## src/csb_pkg.sv

```systemverilog
// Behaviour
// - Hold one full block of channel status for A and B channels, 384 bits.
// - Handle channel status per whole block, re-timed to the output frame timebase.
// - Outside hardware pin mode the staging buffer hands whole blocks to the transmit buffer, which alone feeds output.
// - Send each stored byte most significant bit first.
// - First channel status byte sits at address 20h; its top bit is pro flag.
// - Host reads the staging buffer through the register space, and overwrites it outside hardware mode.
// - Raise an interrupt on every handoff while the interrupt enable is set.
// - Suppress every handoff while the inhibit bit is set.
// - Professional blocks get the CRC byte computed and sent in the last byte.
// - Hardware mode serial channel status input also gets the automatic CRC byte.
// - Hardware mode takes copy management from copy and original pins or serial pin.
// - Staging buffer is 24 words of 16 bits: A byte high, B byte low.
// - A control bit selects single-byte or paired-byte host access.
// - Single-byte read returns one byte, A or B half chosen by a control bit.
// - Single-byte write stores the byte in both halves of the addressed word.
// - Paired-byte read gives the A byte first, then the B byte.
package csb_pkg;
	localparam int          WORDS         = 24;
	localparam logic [7:0]  LAST_BIT      = 8'hBF;
	localparam logic [7:0]  CRC_START     = 8'hB8;
	localparam logic [4:0]  LAST_WORD     = 5'h17;
	localparam logic [7:0]  CTRL_ADDR     = 8'h10;
	localparam logic [7:0]  STAT_ADDR     = 8'h11;
	localparam logic [7:0]  BUF_BASE      = 8'h20;
	localparam logic [7:0]  BUF_LAST      = 8'h37;
	localparam logic [7:0]  STREAM_ADDR   = 8'h3F;
	localparam int          CTRL_TWO_BYTE = 0;
	localparam int          CTRL_RD_B     = 1;
	localparam int          CTRL_INHIBIT  = 2;
	localparam int          CTRL_IRQ_EN   = 3;
	localparam logic [3:0]  CTRL_RESET    = 4'h0;
	localparam int          STAT_HANDOFF  = 0;
	localparam int          STAT_HW       = 1;
	localparam logic [7:0]  CRC_INIT      = 8'hFF;
	localparam logic [7:0]  CRC_POLY      = 8'h1D;
	localparam int          PRO_BIT_A     = 15;
	localparam int          PRO_BIT_B     = 7;
	localparam int          COPY_BIT      = 5;
	localparam int          ORIGINAL_STATUS_PIN_BIT      = 0;
	localparam logic [4:0]  ORIGINAL_STATUS_PIN_WORD     = 5'h01;
	localparam int          PIN_HW        = 0;
	localparam int          PIN_SER_SEL   = 1;
	localparam int          PIN_SER_DATA  = 2;
	localparam int          PIN_COPY      = 3;
	localparam int          PIN_ORIGINAL_STATUS_PIN      = 4;
	localparam int          PIN_COUNT     = 5;
endpackage

```

## src/crc_if.sv

```systemverilog
`timescale 1ns/1ps
interface crc_if;
	logic       clear;
	logic       step;
	logic       data_bit;
	logic [7:0] crc;
	modport ctl (output clear, output step, output data_bit, input crc);
	modport unit (input clear, input step, input data_bit, output crc);
endinterface

```

## src/crc_unit.sv

```systemverilog
`timescale 1ns/1ps
module crc_unit
	import csb_pkg::*;
(
	input  wire logic clk_in,
	input  wire logic arst_n_in,
	crc_if.unit       port
);
	typedef struct packed {
		logic [7:0] crc;
	} crc_state_s;

	crc_state_s r;
	crc_state_s n;
	logic       fb;

	// ************************************************
	// Bitwise CRC, fed in transmission order
	// ************************************************
	always_comb begin
		n = r;
		fb = r.crc[7] ^ port.data_bit;
		if (port.clear) begin
			n.crc = CRC_INIT;
		end else if (port.step) begin
			n.crc = {r.crc[6:0], 1'b0} ^ (fb ? CRC_POLY : 8'h00);
		end
	end

	always_ff @(posedge clk_in or negedge arst_n_in) begin
		if (!arst_n_in) begin
			r <= '{crc: CRC_INIT};
		end else begin
			r <= n;
		end
	end

	assign port.crc = r.crc;
endmodule

```

## src/cs_buffer_manager.sv

```systemverilog
// The strobed register port and the placing of the registers were chosen for this implementation.
`timescale 1ns/1ps
module cs_buffer_manager
	import csb_pkg::*;
(
	input  wire logic       clk_in,
	input  wire logic       arst_n_in,
	input  wire logic [7:0] reg_addr_in,
	input  wire logic [7:0] reg_wdata_in,
	input  wire logic       reg_wr_in,
	input  wire logic       reg_rd_in,
	output logic      [7:0] reg_rdata_out,
	input  wire logic       frame_clk_in,
	input  wire logic       hw_mode_in,
	input  wire logic       hw_serial_sel_in,
	input  wire logic       cs_serial_in,
	input  wire logic       copy_permit_pin_in,
	input  wire logic       original_status_pin_in,
	output logic            cs_a_out,
	output logic            cs_b_out,
	output logic            block_start_out,
	output logic            handoff_irq_out
);
	import csb_pkg::*;

	typedef struct packed {
		logic [PIN_COUNT-1:0]  pin1;
		logic [PIN_COUNT-1:0]  pin2;
		logic                  fr1;
		logic                  fr2;
		logic                  fr3;
		logic [3:0]            ctrl;
		logic                  flag;
		logic                  irq;
		logic [7:0]            rdata;
		logic [4:0]            ptr;
		logic                  half;
		logic [7:0]            cnt;
		logic                  csa;
		logic                  csb;
		logic                  bstart;
		logic [WORDS-1:0][15:0] e;
		logic [WORDS-1:0][15:0] f;
	} state_s;

	state_s     r;
	state_s     n;
	logic       tick;
	logic       last;
	logic       hw;
	logic       in_window;
	logic [4:0] acc_idx;
	logic       acc_half;
	logic [4:0] next_idx;
	logic       two_byte;
	logic       inhibit;
	logic       tx_a;
	logic       tx_b;
	logic       crc_bit_a;
	logic       crc_bit_b;
	logic       crc_clr;
	logic       crc_step;
	logic [WORDS-1:0][15:0] pin_block;

	crc_if cif [2] ();

	// ************************************************
	// One CRC unit per channel
	// ************************************************
	generate
		for (genvar ch = 0; ch < 2; ch++) begin : g_crc
			crc_unit u_crc (
				.clk_in    (clk_in),
				.arst_n_in (arst_n_in),
				.port      (cif[ch].unit)
			);
			assign cif[ch].clear    = crc_clr;
			assign cif[ch].step     = crc_step;
			assign cif[ch].data_bit = (ch == 0) ? tx_a : tx_b;
		end
	endgenerate

	// ************************************************
	// Next-state logic
	// ************************************************
	always_comb begin
		n = r;
		n.pin1 = {original_status_pin_in, copy_permit_pin_in, cs_serial_in,
			hw_serial_sel_in, hw_mode_in};
		n.pin2 = r.pin1;
		n.fr1 = frame_clk_in;
		n.fr2 = r.fr1;
		n.fr3 = r.fr2;
		n.irq = 1'b0;
		n.bstart = 1'b0;
		n.rdata = 8'h00;

		// Rising frame clock edges pace the whole block machine
		tick = r.fr2 & ~r.fr3;
		last = (r.cnt == LAST_BIT);
		hw = r.pin2[PIN_HW];
		two_byte = r.ctrl[CTRL_TWO_BYTE];
		inhibit = r.ctrl[CTRL_INHIBIT];

		// Window address restarts an access, stream address continues it
		in_window = (reg_addr_in >= BUF_BASE) && (reg_addr_in <= BUF_LAST);
		acc_idx = in_window ? 5'(reg_addr_in - BUF_BASE) : r.ptr;
		acc_half = in_window ? 1'b0 : r.half;
		next_idx = (acc_idx >= LAST_WORD) ? 5'h00 : 5'(acc_idx + 5'h01);

		if (reg_wr_in) begin
			if (reg_addr_in == CTRL_ADDR) begin
				n.ctrl = reg_wdata_in[3:0];
			end else if ((in_window || reg_addr_in == STREAM_ADDR) && !hw) begin
				if (two_byte && !acc_half) begin
					n.e[acc_idx][15:8] = reg_wdata_in;
					n.ptr = acc_idx;
					n.half = 1'b1;
				end else if (two_byte) begin
					n.e[acc_idx][7:0] = reg_wdata_in;
					n.ptr = next_idx;
					n.half = 1'b0;
				end else begin
					n.e[acc_idx] = {reg_wdata_in, reg_wdata_in};
					n.ptr = next_idx;
					n.half = 1'b0;
				end
			end
		end

		if (reg_rd_in) begin
			if (reg_addr_in == CTRL_ADDR) begin
				n.rdata = {4'h0, r.ctrl};
			end else if (reg_addr_in == STAT_ADDR) begin
				n.rdata = {6'h00, hw, r.flag};
				n.flag = 1'b0;
			end else if (in_window || reg_addr_in == STREAM_ADDR) begin
				if (two_byte && !acc_half) begin
					n.rdata = r.e[acc_idx][15:8];
					n.ptr = acc_idx;
					n.half = 1'b1;
				end else if (two_byte) begin
					n.rdata = r.e[acc_idx][7:0];
					n.ptr = next_idx;
					n.half = 1'b0;
				end else begin
					n.rdata = r.ctrl[CTRL_RD_B] ? r.e[acc_idx][7:0] : r.e[acc_idx][15:8];
					n.ptr = next_idx;
					n.half = 1'b0;
				end
			end
		end

		// Transmit bits come from the transmit buffer only, MSB of each byte first
		tx_a = r.f[r.cnt[7:3]][8 + 7 - r.cnt[2:0]];
		tx_b = r.f[r.cnt[7:3]][7 - r.cnt[2:0]];
		crc_bit_a = cif[0].crc[~r.cnt[2:0]];
		crc_bit_b = cif[1].crc[~r.cnt[2:0]];
		crc_step = tick && (r.cnt < CRC_START);
		crc_clr = tick && last;

		// Hardware pin mode: copy permit and original flag build the block
		pin_block = '0;
		pin_block[0][8 + COPY_BIT] = r.pin2[PIN_COPY];
		pin_block[0][COPY_BIT] = r.pin2[PIN_COPY];
		pin_block[ORIGINAL_STATUS_PIN_WORD][8 + ORIGINAL_STATUS_PIN_BIT] = r.pin2[PIN_ORIGINAL_STATUS_PIN];
		pin_block[ORIGINAL_STATUS_PIN_WORD][ORIGINAL_STATUS_PIN_BIT] = r.pin2[PIN_ORIGINAL_STATUS_PIN];

		if (tick) begin
			if (hw && r.pin2[PIN_SER_SEL]) begin
				// Serial pin fills the staging buffer one bit per frame
				n.e[r.cnt[7:3]][8 + 7 - r.cnt[2:0]] = r.pin2[PIN_SER_DATA];
				n.e[r.cnt[7:3]][7 - r.cnt[2:0]] = r.pin2[PIN_SER_DATA];
			end
			// Professional blocks replace the last byte with the running CRC
			if (r.cnt >= CRC_START && r.f[0][PRO_BIT_A]) begin
				n.csa = crc_bit_a;
			end else begin
				n.csa = tx_a;
			end
			if (r.cnt >= CRC_START && r.f[0][PRO_BIT_B]) begin
				n.csb = crc_bit_b;
			end else begin
				n.csb = tx_b;
			end
			n.bstart = (r.cnt == 8'h00);
			if (last) begin
				n.cnt = 8'h00;
				if (!inhibit) begin
					// Whole block moves in one edge, before bit 0 of the next
					n.f = (hw && !r.pin2[PIN_SER_SEL]) ? pin_block : n.e;
					n.flag = 1'b1;
					n.irq = r.ctrl[CTRL_IRQ_EN];
				end
			end else begin
				n.cnt = 8'(r.cnt + 8'h01);
			end
		end
	end

	// ************************************************
	// State register
	// ************************************************
	always_ff @(posedge clk_in or negedge arst_n_in) begin
		if (!arst_n_in) begin
			r <= '0;
		end else begin
			r <= n;
		end
	end

	assign reg_rdata_out = r.rdata;
	assign cs_a_out = r.csa;
	assign cs_b_out = r.csb;
	assign block_start_out = r.bstart;
	assign handoff_irq_out = r.irq;
endmodule

```

## config.mk

```make
export PLATFORM = sky130hd
export DESIGN_NAME = cs_buffer_manager
export DESIGN_NICKNAME = d
export VERILOG_FILES = /design/src/csb_pkg.sv /design/src/crc_if.sv /design/src/crc_unit.sv /design/src/cs_buffer_manager.sv
export SDC_FILE = /design/constraint.sdc
export NUM_CORES = 2
export LEC_CHECK = 0
export BUFFER_PORTS_ARGS = -buffer_cell sky130_fd_sc_hd__buf_4
export CORE_AREA = 2 2 395 397
export CTS_CLUSTER_SIZE = 20
export DETAILED_ROUTE_END_ITERATION = 16
export DIE_AREA = 0 0 397 399
export GPL_TIMING_DRIVEN = 0
export PLACE_DENSITY = 0.46
export SYNTH_ARGS = -nofsm -noshare
export SYNTH_HDL_FRONTEND = slang
export SYNTH_HIERARCHICAL = 1
export SYNTH_SLANG_ARGS = --single-unit
```

## constraint.sdc

```tcl
create_clock -name clk_in -period 7.9 [get_ports clk_in]
set_input_delay 0.79 -clock clk_in [delete_from_list [all_inputs] [get_ports clk_in]]
set_output_delay 0.79 -clock clk_in [all_outputs]
set_load 0.01 [all_outputs]
```

---- After elaboration in Yosys (flattened, before gate mapping) ----
Index checks and enable logic that the tools add are counted.
storage, ports and cells
  word-level logic and storage cells ...... 189
  register bits after elaboration ......... 828
  input bits .............................. 26
  output and inout bits ................... 12
cells by class
  bitwise logic cells ..................... 8
  equality and inequality tests ........... 4
  reductions and logical operators ........ 21
  add/sub/neg operators ................... 5
  order comparisons ....................... 14
  mux-type cells .......................... 72
operators with widths
  operator               number
  $mux W384              9
  $bwmux W384            5
  $mux W769              1
  $demux W16 S5          5
  $bmux W16 S5           2
  $mux W16               6
  $mux W8                9
  $ge A32 B1 Y1 const B  2
  $lt A32 B5 Y1 const B  2
  $mux W14               4
  $mux W6                6
  $mux W5                4
  $eq A8 B5 Y1 const B   2
  $xor A8 B8 Y8          2
  $logic_and A1 B1 Y1    13
  $lt A5 B6 Y1 const B   2
  $mux W1                12
  $ge A5 B1 Y1 const B   2
  $add A8 B1 Y8 const B  1
  $bmux W1 S4            2
  $demux W1 S4           2
  $eq A8 B6 Y1 const B   1
  $eq A8 B8 Y1 const B   1
  $ge A8 B6 Y1 const B   1
  other kinds (21)       28

---- Longest topological paths before layout ----
  depth in word-level cells ............... 20
  mapped depth ............................ 13
  gate-level depth less buffers ........... 8

---- Modules after synthesis ----
The synthesis kept the hierarchy.
by module, submodules not included
  module             area an instance (um^2)  times used  cells an instance
  cs_buffer_manager  45047.0                  1           4669
  crc_unit           430.4                    2           31

---- Worst setup path before layout ----
No wires, ideal clock.
  path type ............................... in2reg
  from .................................... input port reg_addr_in[7]
  to ...................................... register r (netlist bit reg_rdata_out[7])
  slack ................................... 4592 ps
  arrival time ............................ 3213 ps
  setup time .............................. 95 ps
  path buffers ............................ 2
  cell stages on the path ................. 9
  cells stage by stage .................... nor3b_2 > buf_2 > nand2_1 > a21oi_2 > buf_4 > mux4_2 > a222oi_1 > o211ai_1 > o31ai_1
RTL lines
  what                  RTL line                  text
  start, declared       cs_buffer_manager.sv:8    input wire logic [7:0] reg_addr_in,
  end signal, assigned  cs_buffer_manager.sv:208  r <= n;
  end, declared         cs_buffer_manager.sv:46   state_s r;

==> flow_results.org <==
** Clocking
- Clock latency on the worst-skew pair, taken at its later pin, is 0.79 ns.
- Clock-pin slew was measured on the worst setup and hold paths at 0.06 ns.
- In this run the deepest clock path goes through 3 buffers.
- The H-tree generated during clock tree synthesis spans 3 levels.
- The number of clock buffers added by TritonCTS is 103.
- For this design, the sink count on the clock tree is 828.
- Number of buffers added for setup after CTS :: 0
- TritonCTS clock tree :: done
- After clock tree synthesis, the repair step resized 0 gates.
- In this run, post-CTS hold repair placed 0 buffers.
- CTS placed an instance of clkbuf_16 at the clock tree root.

** Detailed routing
- The detailed router placed 46373 vias in this run.
- Wire length per cell after detailed routing :: 40.9 um
- The highest metal layer carrying signal wires in the routed design is met5.
- After detailed routing, the wire length on met1 is 114000 um.
- DRC violations left :: 0
- Using the TritonRoute via totals, the vias-per-cell ratio works out to 6.60.
- Sum of met3 wire segment lengths after detailed routing :: 32500 um
- Initial DRC Count :: 7391
- Detailed-routed wire length on met2 :: 117000 um
- Once detail routing completed, the nets flagged for antenna violations numbered 0.
- After detailed routing, the total wire length is 287000 um.
- The first detailed-routing pass took 6 iterations.

** Floorplan
- Placeable Area :: 154000 um^2
- Count of boundary I/O pins :: 38
- The die covers 158000 um^2.
- For this configuration, the core starts out at a cell density of 29.9%.
- Die Span X :: 397 um
- The floorplan has 144 rows.
- DIE HEIGHT :: 399 um

** Setup path
- The kind of cell with the highest combined delay along the critical path is buffers and inverters.
- Category of the most critical setup path :: flip-flop to flip-flop
- CP Data Required Time :: 8.56 ns
- WP buf/inv :: 4
- Traced cell by cell, the critical path runs through clkbuf_1 -> buf_2 -> buf_2 -> clkbuf_1 -> nand2_1 -> nor2_1 -> nand2_1 -> a31oi_1 -> nor2_1 -> a31oi_1.
- Critical Path Start Type :: flip-flop
- In this run the worst path has a maximum fanout of 10.
- Kind of end point of the critical path :: flip-flop
- At the worst endpoint, the arrival time is 7.14 ns.
- Slowest cell on the critical path :: nor2_1
- The largest single stage delay on the critical path is 1.27 ns.

** STA
- Unrepaired setup endpoints after global routing :: no
- Aggregate negative setup slack :: 0 ns
- Setup skew after layout :: 0.0676 ns
- At the pin with the least slew margin, the transition time is 1.66 ns.
- Headroom to the max-slew limit :: -11.3%
- Count of final max-slew check failures :: 95
- Setup Viol. Count Final :: 0
- In the post-route analysis, the smallest setup slack over all paths is 1.42 ns.
- F_max :: 154 MHz
- Shortest period the worst path allows :: 6.48 ns
- The final hold violation count is 0.
- After layout, the worst path uses 82.0% of the clock period.

** Yosys
- Summing the areas of all xor and xnor instances in the mapped netlist gives 0.425% of the synthesized area.
- For this run, the register share of the synthesized area comes to 45.2%.
- Summing every instance area after synthesis gives 45900 um^2.
- Post-Synthesis Mean Instance Area :: 9.70 um^2
- After synthesis, the share of flip-flops with an asynchronous set or reset is 100%.
- In this run, distinct cell masters in the synthesized netlist total 85.
- During synthesis, Yosys emitted a total of 6 warnings.
- Multiplexer share of the synthesized area :: 12.2%
- Dominant combinational cell family by area after synthesis :: compound AO/OA/AOI/OAI gates
- The synthesized netlist devotes 0.0545% of its cell area to adder and majority cells.
- Summing the areas of all and, or, nand and nor instances in the mapped netlist gives 12.9% of the synthesized area.
- Post-Syn Nets :: 4759
- Share of the synthesized area in compound gates (AO/OA/AOI/OAI) :: 24.8%
- In this run, synthesis inferred 0 flip-flops with an integrated enable.
- Synthesis produced a netlist whose cell count is 4731.
- In this run, synthesis produced a sequential element count of 828.
- Ys flop type :: dfrtp_1

** Power and ir drop
- Pleak :: 20.0 nW
- Total power per unit cell area :: 293 nW/um^2
- Worst voltage drop across the vdd grid :: 0.164 mV

** Outcome
- The run finished, with violations left.
- The final reports fail on max-capacitance violations, max-slew violations.

** Layout
- NumNets Final :: 4915
- Measured on the finished design, the core utilization comes to 34.4%.
- From synthesis to final layout, the design area changed by 15.1%.
- Fraction of final layout cells with drive strength greater than 1 :: 11.1%
- Final Non-Filler Cells :: 7029

** Global routing
- Antenna violations before repair :: 29
- Maximum number of pins on one net before global-route repair :: 114
- The number of global-route vias before repair was 43171.
- For this run the aggregate overflow at the end of global routing stands at 0.
- GRT Resource Usage Total :: 35.4%
- The first global-routing pass estimated 383000 um of wire.

** Placed design
- Once detailed placement completed, the half-perimeter wirelength came to 215000 um.
- Worst setup timing slack at the placement stage :: 1.83 ns
- The number of placed instances, taps included, is 6826.
- IO Port Bufs :: 29
- At the end of routability-driven placement, the weighted congestion stood at 1.04.

** Run
- Maximum Capacitance Violations :: 13

** Min path
- Hold crit path type :: input port to async pin
-- cells in the mapped netlist (16+ instances only) --
cell	n	share of area (%)
dfstp_2	16	0.92
nand3_1	259	2.8
nand3_2	29	0.63
o221ai_1	38	0.72
nor3_1	57	0.62
mux4_2	101	5.0
buf_1	39	0.32
nor2_1	441	3.6
a22o_1	319	6.1
buf_2	72	0.78
nor4_1	17	0.23
a22oi_1	20	0.33
clkbuf_1	309	2.5
a211o_1	18	0.34
inv_1	17	0.14
o21ai_1	19	0.21
nor2b_1	31	0.42
dfrtp_1	812	44
buf_4	21	0.34
a31oi_1	394	5.4
a21oi_1	239	2.6
a211oi_1	19	0.31
a21o_1	61	1.0
nand2b_1	35	0.48
o22ai_1	56	0.76
o21ai_0	401	4.4
nand2_1	335	2.7
mux2i_1	324	7.1
-- flip-flops by register name (all words and copies together) (netlist names), 2 cells and up --
register	flops
pin_block	2
r	789
reg_rdata_out	8
n	7
g_crc.u_crc/port.crc	16
-- logic make-up (layout without fill, tap and decap cells) --
logic type,count (synthesis),count (layout)
other cells,0,14
mux,434,434
buf+inv,473,713
xor+xnor,12,12
flops,828,828
compound gates,1708,1708
fa+ha+maj,2,2
simple gates,1274,1274
-- worst reg2reg max path, cell delays in order, from the launching register on --
cell and delay [ns]:
dfrtp_1 0.32, clkbuf_1 0.66, buf_2 0.95, buf_2 0.84, clkbuf_1 0.67, nand2_1 0.59
nor2_1 1.28, nand2_1 0.33, a31oi_1 0.51, nor2_1 0.09, a31oi_1 0.18
-- per-layer routing --
metal | track usage (%) | up-vias
met4 | 24.9 | 16
met3 | 10.2 | 828
met2 | 50.0 | 3434
met5 | 0 | -
li1 | - | 18286
met1 | 46.3 | 23809
-- through the flow --
step                      power, W  instance area [um^2]  hold WS, ns
after global placement      0.0101                 48700        0.335
final                       0.0155                 52800       0.0185
after CTS                   0.0152                 52800       0.0361
after detailed placement    0.0102                 49200        0.336
after global routing        0.0157                 52800       0.0833
after floorplan            0.00740                 45900        0.331
-- area by class of cell --
class                      instances  area, um^2
fill                           15806      101000
multi-input combinational       3430       23200
buffer                           454        1990
clock inverter                    35         469
timing repair buffer              51         673
inverter                          19        71.3
clock buffer                     154        3070
sequential                       828       20700
tap                             2044        2560
antenna                           14        35.0
-- final timing paths --
path | slack (ns) | cells past startpoint | to | from
max in group asynchronous | 5.81 | 4 | r[142] | arst_n_in
min in group clk_in | 0.12 | 1 | n[806] | original_status_pin_in
min | 0.02 | 1 | r[226] | arst_n_in
max | 1.42 | 10 | r[570] | r[774]
min reg2reg | 0.29 | 0 | n[799] | n[800]
max reg2reg | 1.42 | 10 | r[570] | r[774]
-- cells in the final DEF, fill, tap and decap left out, types with 61 or more instances in the layout --
cell type  synthesis  layout
dfrtp_1          812     812
nor2_1           441     434
o21ai_0          401     401
a31oi_1          394     394
nand2_1          335     335
clkbuf_1         309     328
mux2i_1          324     324
a22o_1           319     319
nand3_1          259     259
a21oi_1          239     238
clkbuf_16          0     103
mux4_2           101     101
buf_2             72      83
a21o_1            61      61
-- report_power, final --
part           switching [W]  leakage, nW  internal, W
clock                0.00220         1.74      0.00290
sequential          0.000329         9.49      0.00459
combinational        0.00411         8.77      0.00138
total                0.00664         20.0      0.00886
(Power assumes the default switching activity.)
